`src/verilog/bridge_consts.svh`:
```
// Address field positions, codes and reset values for the memory bridge
`ifndef BRIDGE_CONSTS_SVH
`define BRIDGE_CONSTS_SVH

`define NOC_ADDR_W       42
`define NOC_ZERO_HI      41
`define NOC_ZERO_LO      37
`define CODE_HI          36
`define CODE_LO          33
`define CHAN_BIT         33
`define MEM_ADDR_W       33
`define ROW_HI_X8        30
`define ROW_HI_X16       29
`define ROW_LO           16
`define BANK_HI          15
`define BANK_LO          12
`define COL_HI           11
`define COL_LO           5
`define BYTE_HI          4
`define BYTE_LO          0
`define AXI_DATA_W       512
`define LCL_DATA_W       256
`define RESP_OKAY        2'h0
`define RESP_SLVERR      2'h2
`define CLK_SEL_RESET    2'h0

`endif

```
`src/verilog/bridge_pkg.sv`:
```
// Types shared by the memory address bridge
package bridge_pkg;

  typedef struct packed {
    logic       hit;
    logic       err;
    logic [2:0] subsys;
    logic       chan;
  } route_type;

  typedef struct packed {
    logic        write;
    logic [6:0]  id;
    logic [7:0]  len;
    logic [2:0]  size;
    logic [1:0]  burst;
    logic [14:0] row;
    logic [3:0]  bank;
    logic [6:0]  col;
    logic [4:0]  byte_sel;
  } lcl_cmd_type;

  typedef enum logic [2:0] {
    ST_IDLE  = 3'b000,
    ST_WDATA = 3'b001,
    ST_LOW   = 3'b010,
    ST_HIGH  = 3'b011,
    ST_RESP  = 3'b100
  } wstate_type;

endpackage

```
`src/verilog/memory_axi_address_bridge.sv`:
```
// Target decoder and direct fabric AXI port bridge for the memory subsystem
`timescale 1ns/1ps
`include "bridge_consts.svh"

// Functional notes
// - Large part: codes 1100..0101 to subsystems 0,1
// - Large part: codes 0000..1001 to subsystems 2,3
// - Large part: codes 1111..0110 to subsystems 4,5
// - Large part: codes 0011..1010 to subsystems 6,7
// - Small part: three subsystems, channel 0 first
// - West odd code channel 1, east even
// - Register space uses a separate mapping
// - Direct port only on subsystems 1,2,5,6
// - Direct port is 512-bit AXI4 responder
// - Write side runs half local-bus beat rate
// - Holding register narrows 512-bit words to 256-bit halves
// - Clock source choice from configuration control
// - AXI transactions become local bus commands
// - Per-channel memory address is 33 bits
// - x16: row 29:16, bank, column, byte
// - x8: row widens to 30:16
// - Bits 36:34 controller, bit 33 channel
module memory_axi_address_bridge
  import bridge_pkg::*;
#(
  parameter bit          SMALL_DEVICE = 1'b0,
  parameter logic [2:0]  SUBSYS_INDEX = 3'h1,
  parameter int unsigned ID_W         = 7
)(
  input  wire logic                   clock,
  input  wire logic                   nrst,
  input  wire logic                   x8_mode,
  input  wire logic [1:0]             port_clock_select_control,
  output      logic [1:0]             clk_sel_q,
  input  wire logic                   noc_valid,
  input  wire logic                   noc_csr_space,
  input  wire logic [`NOC_ADDR_W-1:0] noc_addr,
  output      logic                   route_valid_q,
  output      bridge_pkg::route_type  route_q,
  output      logic                   csr_valid_q,
  input  wire logic                   awvalid,
  output      logic                   awready_q,
  input  wire logic [ID_W-1:0]        awid,
  input  wire logic [`MEM_ADDR_W-1:0] awaddr,
  input  wire logic [7:0]             awlen,
  input  wire logic [2:0]             awsize,
  input  wire logic [1:0]             awburst,
  input  wire logic                   wvalid,
  output      logic                   wready_q,
  input  wire logic [`AXI_DATA_W-1:0] wdata,
  input  wire logic [63:0]            wstrb,
  input  wire logic                   wlast,
  output      logic                   bvalid_q,
  input  wire logic                   bready,
  output      logic [ID_W-1:0]        bid_q,
  output      logic [1:0]             bresp_q,
  input  wire logic                   arvalid,
  output      logic                   arready_q,
  input  wire logic [ID_W-1:0]        arid,
  input  wire logic [`MEM_ADDR_W-1:0] araddr,
  input  wire logic [7:0]             arlen,
  input  wire logic [2:0]             arsize,
  input  wire logic [1:0]             arburst,
  output      logic                   lcl_cmd_valid_q,
  input  wire logic                   lcl_cmd_ready,
  output      bridge_pkg::lcl_cmd_type lcl_cmd_q,
  output      logic                   lcl_wvalid_q,
  input  wire logic                   lcl_wready,
  output      logic [`LCL_DATA_W-1:0] lcl_wdata_q,
  output      logic [31:0]            lcl_wstrb_q,
  output      logic                   lcl_wlast_q
);
  import bridge_pkg::*;

  // Port present only on middle subsystems
  localparam bit PORT_ON = !SMALL_DEVICE &&
    (SUBSYS_INDEX == 3'h1 || SUBSYS_INDEX == 3'h2 ||
     SUBSYS_INDEX == 3'h5 || SUBSYS_INDEX == 3'h6);

  ////////////////////////////////////////////////////////////////////////
  // Target decode

  function automatic route_type decode(input logic [`NOC_ADDR_W-1:0] a);
    route_type r;
    logic [3:0] code;
    r = '0;
    code = a[`CODE_HI:`CODE_LO];
    r.err = |a[`NOC_ZERO_HI:`NOC_ZERO_LO];
    r.hit = !r.err;
    if (SMALL_DEVICE)
    begin
      unique case (code[3:1])
        3'b000: r.subsys = 3'h0;
        3'b010: r.subsys = 3'h1;
        3'b110: r.subsys = 3'h2;
        default: r.hit = 1'b0;
      endcase
      r.chan = a[`CHAN_BIT];
    end
    else
    begin
      unique case (code[3:1])
        3'b110: r.subsys = 3'h0;
        3'b010: r.subsys = 3'h1;
        3'b000: r.subsys = 3'h2;
        3'b100: r.subsys = 3'h3;
        3'b111: r.subsys = 3'h4;
        3'b011: r.subsys = 3'h5;
        3'b001: r.subsys = 3'h6;
        3'b101: r.subsys = 3'h7;
        default: r.subsys = 3'h0;
      endcase
      r.chan = r.subsys[2] ? !a[`CHAN_BIT] : a[`CHAN_BIT];
    end
    if (!r.hit)
    begin
      r.subsys = 3'h0;
      r.chan = 1'b0;
    end
    return r;
  endfunction

  // Split a channel address; the unused top bits are the initiator's job
  function automatic lcl_cmd_type split(
    input logic                   wr,
    input logic [ID_W-1:0]        id,
    input logic [`MEM_ADDR_W-1:0] a,
    input logic [7:0]             len,
    input logic [2:0]             size,
    input logic [1:0]             burst,
    input logic                   x8
  );
    lcl_cmd_type c;
    c = '0;
    c.write = wr;
    c.id = 7'(id);
    c.len = len;
    c.size = size;
    c.burst = burst;
    if (x8)
      c.row = a[`ROW_HI_X8:`ROW_LO];
    else
      c.row = {1'b0, a[`ROW_HI_X16:`ROW_LO]};
    c.bank = a[`BANK_HI:`BANK_LO];
    c.col = a[`COL_HI:`COL_LO];
    c.byte_sel = a[`BYTE_HI:`BYTE_LO];
    return c;
  endfunction

  ////////////////////////////////////////////////////////////////////////
  // Decoder outputs

  always_ff @(posedge clock or negedge nrst)
  begin
    if (!nrst)
    begin
      route_valid_q <= 1'b0;
      route_q <= '0;
      csr_valid_q <= 1'b0;
    end
    else
    begin
      route_valid_q <= noc_valid && !noc_csr_space;
      csr_valid_q <= noc_valid && noc_csr_space;
      route_q <= (noc_valid && !noc_csr_space) ? decode(noc_addr) : '0;
    end
  end

  // Clock source choice held for the clock mux
  always_ff @(posedge clock or negedge nrst)
  begin
    if (!nrst)
      clk_sel_q <= `CLK_SEL_RESET;
    else
      clk_sel_q <= port_clock_select_control;
  end

  ////////////////////////////////////////////////////////////////////////
  // Direct port handshakes

  wstate_type state_q;
  wstate_type state_d;
  logic       rd_turn_q;
  logic       last_q;
  logic       err_q;
  logic [`LCL_DATA_W-1:0] hi_data_q;
  logic [31:0]            hi_strb_q;

  logic aw_fire;
  logic w_fire;
  logic ar_fire;
  logic cmd_fire;
  logic lw_fire;
  logic b_fire;
  logic cmd_busy_d;
  logic base_ready;

  assign aw_fire = awvalid && awready_q;
  assign w_fire = wvalid && wready_q;
  assign ar_fire = arvalid && arready_q;
  assign cmd_fire = lcl_cmd_valid_q && lcl_cmd_ready;
  assign lw_fire = lcl_wvalid_q && lcl_wready;
  assign b_fire = bvalid_q && bready;
  assign cmd_busy_d = (lcl_cmd_valid_q && !lcl_cmd_ready) ||
                      aw_fire || ar_fire;
  // Single command slot full drops readies
  assign base_ready = PORT_ON && state_d == ST_IDLE && !cmd_busy_d;

  always_comb
  begin
    state_d = state_q;
    unique case (state_q)
      ST_IDLE:  if (aw_fire) state_d = ST_WDATA;
      ST_WDATA: if (w_fire) state_d = ST_LOW;
      ST_LOW:   if (lw_fire) state_d = ST_HIGH;
      ST_HIGH:  if (lw_fire) state_d = last_q ? ST_RESP : ST_WDATA;
      ST_RESP:  if (b_fire) state_d = ST_IDLE;
      default:  state_d = ST_IDLE;
    endcase
  end

  always_ff @(posedge clock or negedge nrst)
  begin
    if (!nrst)
    begin
      state_q <= ST_IDLE;
      rd_turn_q <= 1'b0;
      awready_q <= 1'b0;
      arready_q <= 1'b0;
      wready_q <= 1'b0;
    end
    else
    begin
      state_q <= state_d;
      // Alternating turns keep both address channels from firing at once
      rd_turn_q <= !rd_turn_q;
      awready_q <= base_ready && rd_turn_q;
      arready_q <= base_ready && !rd_turn_q;
      // One wide beat per two narrow halves
      wready_q <= PORT_ON && state_d == ST_WDATA && !w_fire;
    end
  end

  ////////////////////////////////////////////////////////////////////////
  // Local command

  always_ff @(posedge clock or negedge nrst)
  begin
    if (!nrst)
    begin
      lcl_cmd_valid_q <= 1'b0;
      lcl_cmd_q <= '0;
      err_q <= 1'b0;
      bid_q <= '0;
    end
    else
    begin
      lcl_cmd_valid_q <= cmd_busy_d;
      // Translate address phase to local command
      if (aw_fire)
      begin
        lcl_cmd_q <= split(1'b1, awid, awaddr, awlen, awsize, awburst,
                           x8_mode);
        bid_q <= awid;
        // Flag addresses beyond the channel density
        err_q <= x8_mode ? |awaddr[32:31] : |awaddr[32:30];
      end
      else if (ar_fire)
        lcl_cmd_q <= split(1'b0, arid, araddr, arlen, arsize, arburst,
                           x8_mode);
    end
  end

  ////////////////////////////////////////////////////////////////////////
  // Write data narrowing

  always_ff @(posedge clock or negedge nrst)
  begin
    if (!nrst)
    begin
      lcl_wvalid_q <= 1'b0;
      lcl_wdata_q <= '0;
      lcl_wstrb_q <= '0;
      lcl_wlast_q <= 1'b0;
      hi_data_q <= '0;
      hi_strb_q <= '0;
      last_q <= 1'b0;
    end
    else
    begin
      lcl_wvalid_q <= state_d == ST_LOW || state_d == ST_HIGH;
      // Low half first, then high half
      if (w_fire)
      begin
        lcl_wdata_q <= wdata[`LCL_DATA_W-1:0];
        lcl_wstrb_q <= wstrb[31:0];
        hi_data_q <= wdata[`AXI_DATA_W-1:`LCL_DATA_W];
        hi_strb_q <= wstrb[63:32];
        last_q <= wlast;
        lcl_wlast_q <= 1'b0;
      end
      else if (lw_fire && state_q == ST_LOW)
      begin
        lcl_wdata_q <= hi_data_q;
        lcl_wstrb_q <= hi_strb_q;
        lcl_wlast_q <= last_q;
      end
    end
  end

  ////////////////////////////////////////////////////////////////////////
  // Write response

  always_ff @(posedge clock or negedge nrst)
  begin
    if (!nrst)
    begin
      bvalid_q <= 1'b0;
      bresp_q <= `RESP_OKAY;
    end
    else
    begin
      bvalid_q <= state_d == ST_RESP;
      bresp_q <= err_q ? `RESP_SLVERR : `RESP_OKAY;
    end
  end

  ////////////////////////////////////////////////////////////////////////
  // Checks

  property p_no_port;
    @(posedge clock) disable iff (!nrst)
    !PORT_ON |-> !awready_q && !arready_q && !wready_q;
  endproperty
  a_no_port: assert property (p_no_port)
    else $error("direct port active on wrong subsystem");

  property p_one_addr;
    @(posedge clock) disable iff (!nrst)
    !(awready_q && arready_q);
  endproperty
  a_one_addr: assert property (p_one_addr)
    else $error("both address readies high");

  property p_cmd;
    @(posedge clock) disable iff (!nrst)
    aw_fire |=> lcl_cmd_valid_q && lcl_cmd_q.write &&
      lcl_cmd_q.bank == $past(awaddr[15:12]) &&
      lcl_cmd_q.col == $past(awaddr[11:5]);
  endproperty
  a_cmd: assert property (p_cmd)
    else $error("write command fields wrong");

  property p_row_x8;
    @(posedge clock) disable iff (!nrst)
    aw_fire && x8_mode |=> lcl_cmd_q.row == $past(awaddr[30:16]);
  endproperty
  a_row_x8: assert property (p_row_x8)
    else $error("x8 row field wrong");

  // Checked per accepted low half, so stalls of any length are covered
  property p_halves;
    @(posedge clock) disable iff (!nrst)
    lw_fire && state_q == ST_LOW
      |=> lcl_wvalid_q && lcl_wdata_q == $past(hi_data_q) &&
        lcl_wstrb_q == $past(hi_strb_q);
  endproperty
  a_halves: assert property (p_halves)
    else $error("high half did not follow low half");

  property p_csr;
    @(posedge clock) disable iff (!nrst)
    noc_valid && noc_csr_space |=> csr_valid_q && !route_valid_q;
  endproperty
  a_csr: assert property (p_csr)
    else $error("register access decoded as memory");

  property p_parity;
    @(posedge clock) disable iff (!nrst)
    noc_valid && !noc_csr_space && !SMALL_DEVICE &&
      noc_addr[41:37] == 5'h00
      |=> route_q.hit &&
        route_q.chan == ($past(noc_addr[33]) ^ route_q.subsys[2]);
  endproperty
  a_parity: assert property (p_parity)
    else $error("channel parity wrong");

  property p_topbits;
    @(posedge clock) disable iff (!nrst)
    noc_valid && !noc_csr_space && |noc_addr[41:37]
      |=> route_q.err && !route_q.hit;
  endproperty
  a_topbits: assert property (p_topbits)
    else $error("reserved target bits not flagged");

  c_write: cover property (@(posedge clock) disable iff (!nrst)
    aw_fire ##[1:40] b_fire);
  c_read: cover property (@(posedge clock) disable iff (!nrst)
    ar_fire ##1 cmd_fire);
  c_route: cover property (@(posedge clock) disable iff (!nrst)
    route_valid_q && route_q.hit && route_q.chan);

endmodule
```
`config.mk`:
```
export PLATFORM = sky130hd
export DESIGN_NAME = memory_axi_address_bridge
export DESIGN_NICKNAME = d
export VERILOG_FILES = /design/src/verilog/bridge_pkg.sv /design/src/verilog/memory_axi_address_bridge.sv
export VERILOG_INCLUDE_DIRS = /design/src /design/src/verilog
export SDC_FILE = /design/constraint.sdc
export NUM_CORES = 1
export LEC_CHECK = 0
export BUFFER_PORTS_ARGS = -buffer_cell sky130_fd_sc_hd__buf_2
export CAP_MARGIN = 10
export CORE_AREA = 2 2 428 430
export DETAILED_ROUTE_END_ITERATION = 7
export DIE_AREA = 0 0 430 432
export PLACE_DENSITY = 0.31
export SYNTH_ARGS = -nofsm -noshare
export SYNTH_HDL_FRONTEND = slang
export SYNTH_SLANG_ARGS = --single-unit
```
`constraint.sdc`:
```
create_clock -name clock -period 1.5 [get_ports clock]
set_input_delay 0.15 -clock clock [delete_from_list [all_inputs] [get_ports clock]]
set_output_delay 0.15 -clock clock [all_outputs]
set_load 0.01 [all_outputs]
```
==> key figures, run 1 <==
GRT
  • Largest net degree at the start of global routing: 65
  • First-pass GRT wire length: between 200,000 and 250,000 um
  • GRT Overall Usage: 15.72%
  • Initial antenna violation count: 23
  • Vias in the first global route: ~30,000
  • Gr ovfl total: 0

Finish
  • Design Area, Final: 0.04820 mm2
  • Commonest non-fill, non-tap cell in the layout: nand2_1
  • Share of layout cells above drive strength 1: between 20% and 30%
  • Area growth, synth to finish: 76.55%
  • Layout Utilization: a little over a quarter
  • Nets: around 5,800
  • Commonest cells after routing, fill and taps aside: 1,464 x nand2_1, 1,064 x buf_2, 701 x dlygate4sd3_1
  • Finished Layout Cells: ~7,500
  • Fillers: 19,830

Place
  • Placed cell area: around 0.037 mm2
  • Final Wtd Congestion: around 0.83
  • HPWL after DPL: about 110,000 um
  • Placed cells: around 6,600
  • Port Buf Inserts: roughly 1,100

Timing
  • RSZ-0062 raised after global routing: true
  • Post-layout min period: 1696 ps
  • Final Setup Violations: 355
  • Setup WS post-layout: -196.0 ps
  • Slew Limit Fails: 0
  • Tcrit/Tclk final: 113.1%
  • Final Hold Vio Count: 0
  • Max Fclk: about 590 MHz
  • Clk_skew: about 38 ps

Critical path
  • Slowest stage delay, CP: about 380 ps
  • Worst setup SP type: register
  • Slowest-stage cell, CP: dfrtp_1
  • Crit path arrival time: 2270 ps
  • Critical path class: reg -> reg
  • CP bufs+invs: 2
  • Critical path fanouts, max: 16
  • CP cell instances: nand2b_4, or3_4, buf_12, buf_16, nand2_1, a31oi_2
  • Crit path capture type: register
  • Worst EP required: 2070 ps
  • Cell class contributing the biggest share of worst-path delay: simple AND/OR/NAND/NOR gates

Floorplan
  • Core area: 0.1817 mm2
  • Starting Density: between 10% and 20%
  • # rows: about 160
  • Die area: 0.1858 mm2
  • I/O pins: 1,104
  • Die width: between 400 and 500 um
  • Die height: about 430 um

Clock tree
  • Clock sink count: 659
  • Clock tree buffer depth: 3
  • CTS tree: yes
  • CTS root buf: clkbuf_16
  • Worst-Skew Late Latency: just over 700 ps
  • Clock Pin Slew Worst Setup and Hold Paths: roughly 60 ps
  • TritonCTS buffer count: 91
  • H-tree depth: 3

Routing
  • DRC: 0
  • M1 WL: about 66,000 um
  • Routed WL: approximately 150,000 um
  • Antenna-violating nets left: 0
  • Routed wl met3: between 5000 and 6000 um
  • Top Metal Used: met5
  • Vias/cell: approximately 3.9
  • Number of iterations in the first detailed-routing pass: 5
  • Via Count: 29,030
  • Post-DR wirelength/cell: between 20 and 25 um
  • Iteration-0 DRC Markers: between 1,000 and 1,500
  • Routed wl met2: around 77,000 um

Power and ir drop
  • Cell Pwr Density: 1730 mW/mm2
  • Pleak: approximately 24 nW
  • Peak VDD IR: 0.0007968 V

Synthesis
  • Distinct cells, synth: 32
  • Register area share after synthesis: 60.40%
  • Synthesized instance count: 3,112
  • Synthesized area: between 0.02 and 0.03 mm2
  • Net count after synthesis: around 3,900
  • Avg Cell Area, Syn: approximately 8.8 um2
  • Area contributors post-synth: dfrtp_1 60%, nand2_1 21%, a31oi_1 6.6%
  • YS warnings: 0
  • Top cell type's share of synthesized area: about three fifths
  • Register bit total from synthesis: 659
  • Area leader, netlist: dfrtp_1

Status
  • Outcome: complete, but fails checks
  • Violated checks: setup timing

Min path
  • Worst Hold Class: in -> reg

Run
  • Max cap viols: 0
[final cells by class]
| class | count | area, um2 | area share [%] |
|---|---|---|---|
| well taps | 2385 | 2984 | 6.191 |
| flip-flops and latches | 659 | 16490 | 34.21 |
| repair buffers | 2017 | 15830 | 32.84 |
| multi-input cells | 2238 | 9932 | 20.60 |
| inverters | 3 | 11.26 | 0.02336 |
| diodes | 16 | 40.04 | 0.08306 |
| clock inverters | 22 | 200.2 | 0.4153 |
| clock buffers | 137 | 2715 | 5.633 |
[cells in the mapped netlist]
master and number:
clkbuf_1 137, mux2i_1 51, nor4_1 2, buf_6 44, o21a_1 1, dfrtp_1 659, nand2_1 1517, o32ai_1 2
ha_1 2, and3_1 4, nor3_1 2, inv_1 3, buf_4 4, or3_1 1, a22o_1 2, a21oi_1 2
a32o_1 3, a31oi_1 288, xor2_1 1, or4_1 1, buf_2 20, buf_1 7, o21ai_0 51, nor2b_1 4
nand3_1 2, nor2_1 292, nand4_1 1, and2_1 4, conb_1 1, nand2b_1 2, or2_0 1, a21bo_2 1
[tightest hold or removal path, delay by kind of cell]
kind | cells | cell delay, ps
buffers and inverters | 3 | 430
AND/OR/NAND/NOR | 2 | 150
[stage by stage]
| stage | hold slack [ps] | TNS, ps | total power, mW | setup slack [ps] |
|---|---|---|---|---|
| 2_1_floorplan | -145.6 | -5974 | 44.11 | -30.93 |
| 3_3_place_gp | 113.1 | -54170 | 59.89 | -238.6 |
| 3_5_place_dp | 111.0 | -54990 | 59.94 | -260.7 |
| 4_1_cts | 4.440 | -56080 | 84.40 | -229.4 |
| 5_1_grt | 40.44 | -77160 | 88.98 | -302.6 |
| 6_report | 84.83 | -38420 | 83.39 | -196.0 |
[path summary, 6_finish.rpt]
kind,slack (ps),start,cells after the start,endpoint
worst max-delay path,-200,state_q[2]$_DFF_PN0_,6,lcl_wdata_q[241]$_DFFE_PN0P_
worst min-delay path,80,awvalid,5,lcl_cmd_valid_q$_DFF_PN0_
max in group asynchronous,760,nrst,4,lcl_wdata_q[150]$_DFFE_PN0P_
min in group asynchronous,200,nrst,3,lcl_wdata_q[220]$_DFFE_PN0P_
worst max register to register,-200,state_q[2]$_DFF_PN0_,6,lcl_wdata_q[241]$_DFFE_PN0P_
worst min register to register,380,err_q$_DFFE_PN0P_,0,bresp_q[1]$_DFF_PN0_
[cells by family (layout without fill, tap and decap cells)]
family | after synthesis | count (layout) | synth area share (%)
muxes | 51 | 51 | 1.870
AOI/OAI and AO/OA | 350 | 350 | 7.873
adders and majority gates | 2 | 2 | 0.09164
other | 1 | 17 | 0.01374
and+or+nand+nor | 1833 | 1833 | 25.41
xor gates and xnor gates | 1 | 1 | 0.03209
buffers and inverters | 215 | 2179 | 4.312
DFF | 659 | 659 | 60.40
[power breakdown]
part / switching, mW / internal, mW
registers: 5.97 / 26.5
clock network: 9.04 / 12.6
logic: 16.7 / 12.6
[layer usage]
metal  GRT usage, %  vias to the layer above
met5              0                        -
met4          5.484                       10
met3          2.764                      234
met2          27.11                      710
met1          19.64                    14220
li1               -                    13860
[flip-flops by register name, indices dropped and copies added, names as in the netlist, 2 cells and up]
| signal | cells |
|---|---|
| hi_strb_q | 32 |
| lcl_cmd_q | 52 |
| bid_q | 7 |
| clk_sel_q | 2 |
| lcl_wdata_q | 256 |
| state_q | 3 |
| hi_data_q | 256 |
| route_q | 6 |
| lcl_wstrb_q | 32 |
[what timing repair did]
item,in CTS,in global routing
buffers inserted,6,5
hold buffers,702,0
gates cloned,7,17
pin swaps,42,49
gates resized for setup,49,78
endpoints found under the setup margin,589,536
hold endpoints to repair,1250,0
(Power assumes the default switching activity.)
==> run 2: changes to the inputs <==
Settings changed: ABC_AREA set to 1, CORE_AREA 2 2 428 430 to 2 2 424 426, DIE_AREA 0 0 430 432 to 0 0 426 428.
==> run 2 against run 1 <==
The flow still finishes with violations (setup timing). Count of clock-buffer cells in the layout down 2. Combinational power increased by 30%. Utilization grew 1.6 points. Register-to-register slack about the same. Non-clock buffer count rose by 162. Synthesized cell count down 7.6%. Sequential cell count stayed put. Synthesized area is 1.6% lower. Critical endpoint is now lcl_wdata_q[197]$_DFFE_PN0P_. Largest cell class is now non-clock buffers.
==> key figures, run 2 <==
Min path
  • Min-delay src: awlen[3]
  • Hold worst-path end: lcl_cmd_q[39]$_DFFE_PN0P_
  • Hold depth: 4
  • Worst Hold Class: in -> reg

Timing
  • Final Setup Violations: about 300
  • Setup WS post-layout: -192.4 ps
  • RSZ-0062 raised after global routing: true
  • Worst hold slack: roughly 50 ps
  • Slew Limit Fails: 0
  • Max Fclk: roughly 590 MHz
  • Final Hold Vio Count: 0
  • Post-layout min period: about 1700 ps
  • Final setup TNS: -24,250 ps
  • Clk_skew: between 30 and 40 ps
  • Tcrit/Tclk final: 112.8%

Routing
  • DRC: 0
  • Antenna-violating nets left: 0
  • Routed WL: 148,400 um
  • Iteration-0 DRC Markers: approximately 1,200
  • Number of iterations in the first detailed-routing pass: 4
  • Vias/cell: between 3 and 4
  • Via Count: roughly 28,000
  • Post-DR wirelength/cell: ~20 um

Place
  • Pre-CTS WS: -181.9 ps
  • Placed cells: approximately 6,400
  • HPWL after DPL: 107,200 um
  • Final Wtd Congestion: around 0.85
  • Port Buf Inserts: between 1,000 and 1,500
  • Placed cell area: 0.03734 mm2

Clock tree
  • Clock sink count: 659
  • Clock Pin Slew Worst Setup and Hold Paths: 60 ps
  • TritonCTS buffer count: 88
  • CTS tree: yes
  • Clock tree buffer depth: 3
  • CTS root buf: clkbuf_16
  • Worst-Skew Late Latency: about 700 ps
  • H-tree depth: 3

GRT
  • First-pass GRT wire length: between 200,000 and 250,000 um
  • Met2 Resource Use GR: between 20% and 30%
  • Largest net degree at the start of global routing: 58
  • GRT Overall Usage: between 10% and 20%
  • Busiest layer in global routing: met2
  • Initial antenna violation count: 20
  • Met3 Track Usage GR: between 3 and 4%
  • GR Layer Usage met1: roughly 18%
  • Gr ovfl total: 0
  • Vias in the first global route: about 30,000

Critical path
  • Slowest stage delay, CP: roughly 360 ps
  • Cell class contributing the biggest share of worst-path delay: buffers and inverters
  • CP cell instances: inv_2, nor2_4, nand3_4, nand2_8, buf_12, buf_12, clkbuf_16, clkbuf_16, nand3_2, o21a_1
  • Critical R2R Launch: state_q[1]$_DFF_PN0_
  • Critical path fanouts, max: 8
  • Crit path arrival time: 2280 ps
  • Slowest-stage cell, CP: dfrtp_1
  • Worst setup SP type: register
  • Reg2Reg Depth: 10
  • CP bufs+invs: 5
  • R2R setup slack: -190 ps
  • Crit path capture type: register
  • Critical path class: reg -> reg
  • FF-to-FF End: lcl_wdata_q[197]$_DFFE_PN0P_
  • Worst EP required: between 2000 and 2500 ps

Synthesis
  • Register bit total from synthesis: roughly 660
  • Avg Cell Area, Syn: just over 9 um2
  • Post-synth ARST share: 100.0%
  • Count leader, synth: nand2_1
  • Synthesized instance count: about 2,900
  • EDFF count, synth: 0
  • Top cell type's share of synthesized area: 61.39%
  • YS warnings: 0
  • Main synth FF type: dfrtp_1
  • Register area share after synthesis: about three fifths
  • Synthesized area: approximately 0.027 mm2
  • Area contributors post-synth: dfrtp_1 61%, nand2_1 17%, o21a_1 8.0%
  • Net count after synthesis: approximately 3,600
  • Distinct cells, synth: 23
  • Synth top cells by count: 1,199 x nand2_1, 659 x dfrtp_1, 340 x nand3_1
  • Area leader, netlist: dfrtp_1

Status
  • Violated checks: setup timing
  • Outcome: complete, but fails checks

Finish
  • Commonest cells after routing, fill and taps aside: 1,195 x nand2_1, 1,059 x buf_2, 706 x dlygate4sd3_1
  • Layout Utilization: ~28%
  • Share of layout cells above drive strength 1: a little over a third
  • Biggest regs: hi_data_q: 256 flops, lcl_wdata_q: 256 flops, lcl_cmd_q: 52 flops
  • Area growth, synth to finish: 86.05%
  • Fillers: ~19,000
  • Nets: around 5,700
  • Commonest non-fill, non-tap cell in the layout: nand2_1
  • Finished Layout Cells: about 7,400
  • Design Area, Final: about 0.050 mm2

Power and ir drop
  • Peak VDD IR: about 0.00080 V
  • Seq pwr share: about a third
  • Net Sw Frac: approximately 36%
  • Pleak: 23.46 nW
  • Logic pwr share: ~42%
  • Internal power: slightly below 60 mW
  • Total power: a little over 90 mW
  • Sw power: between 30 and 40 mW
  • Cell Pwr Density: 1813 mW/mm2
  • Clock network fraction of total power: about a quarter

Run
  • Max cap viols: 0

Floorplan
  • Die height: around 430 um
  • I/O pins: 1,104
  • Die area: about 0.18 mm2
  • Core area: roughly 0.18 mm2
  • # rows: between 150 and 200
  • Die width: about 430 um
  • Starting Density: 15.12%
[run 2: cell types whose count changed after synthesis, moves of 43 or more]
cell	delta
nand2_1	-318
buf_4	+43
mux2i_1	-51
clkbuf_1	-91
o21ai_0	+45
buf_2	+59
nor2_1	-224
a31oi_1	-288
nand3_1	+338
o21a_1	+287
[run 2: worst max-delay path by stage]
| stage | start | end | slack (ps) | cells after the start |
|---|---|---|---|---|
| 2_1_floorplan | wready_q$_DFF_PN0_ | lcl_wdata_q[249]$_DFFE_PN0P_ | 140 | 8 |
| 3_3_place_gp | state_q[2]$_DFF_PN0_ | lcl_wdata_q[253]$_DFFE_PN0P_ | -180 | 7 |
| 3_5_place_dp | state_q[2]$_DFF_PN0_ | lcl_wdata_q[253]$_DFFE_PN0P_ | -180 | 7 |
| 4_1_cts | wready_q$_DFF_PN0_ | wready_q | -180 | 2 |
| 5_1_grt | state_q[1]$_DFF_PN0_ | lcl_wdata_q[181]$_DFFE_PN0P_ | -250 | 10 |
| 6_report | state_q[1]$_DFF_PN0_ | lcl_wdata_q[197]$_DFFE_PN0P_ | -190 | 10 |
[run 2: logic make-up after synthesis]
kind of cell | after synthesis | synth area share (%)
simple gates | 1614 | 24.22
buf+inv | 205 | 4.252
xor+xnor | 1 | 0.03261
flops | 659 | 61.39
other cells | 1 | 0.01396
compound gates | 392 | 10.00
fa+ha+maj | 2 | 0.09314
[run 2: area by class of cell]
| cell class | count | area, um2 | share of cell area [%] |
|---|---|---|---|
| well taps | 2355 | 2947 | 5.895 |
| multi-input cells | 2011 | 10010 | 20.03 |
| clock buffers | 135 | 2641 | 5.285 |
| inverters | 19 | 78.83 | 0.1577 |
| repair buffers | 2179 | 17430 | 34.86 |
| diodes | 13 | 32.53 | 0.06509 |
| clock inverters | 24 | 349.1 | 0.6984 |
| flip-flops and latches | 659 | 16500 | 33.01 |
[run 2: what timing repair did]
item | CTS | global route
pin swaps | 1 | 9
resized for setup | 58 | 199
hold buffers | 705 | 2
endpoints found under the setup margin | 474 | 505
buffers inserted | 3 | 15
hold endpoints to repair | 1314 | 5
cloned | 2 | 52
[run 2: per-layer routing]
metal | vias to the layer above | wire, um
met3 | 217 | 6949
li1 | 13600 | -
met4 | 8 | 5895
met5 | - | 57
met1 | 13560 | 62670
met2 | 739 | 72860
[run 2: power by group through the flow]
stage	Sequential, mW	Combinational (mW)	Clock [mW]
6_report	30.4	38.2	22.1
5_1_grt	31.3	41.8	23.6
2_1_floorplan	32.1	13.3	0
3_5_place_dp	30.6	32.8	0
3_3_place_gp	30.6	32.8	0
4_1_cts	30.4	35.1	22.9
[run 2: worst register-to-register path: stages (launching register included)]
cell and delay (ps):
dfrtp_1 360, inv_2 50, nor2_4 130, nand3_4 110, nand2_8 130, buf_12 120, buf_12 100, clkbuf_16 190
clkbuf_16 210, nand3_2 60, o21a_1 110
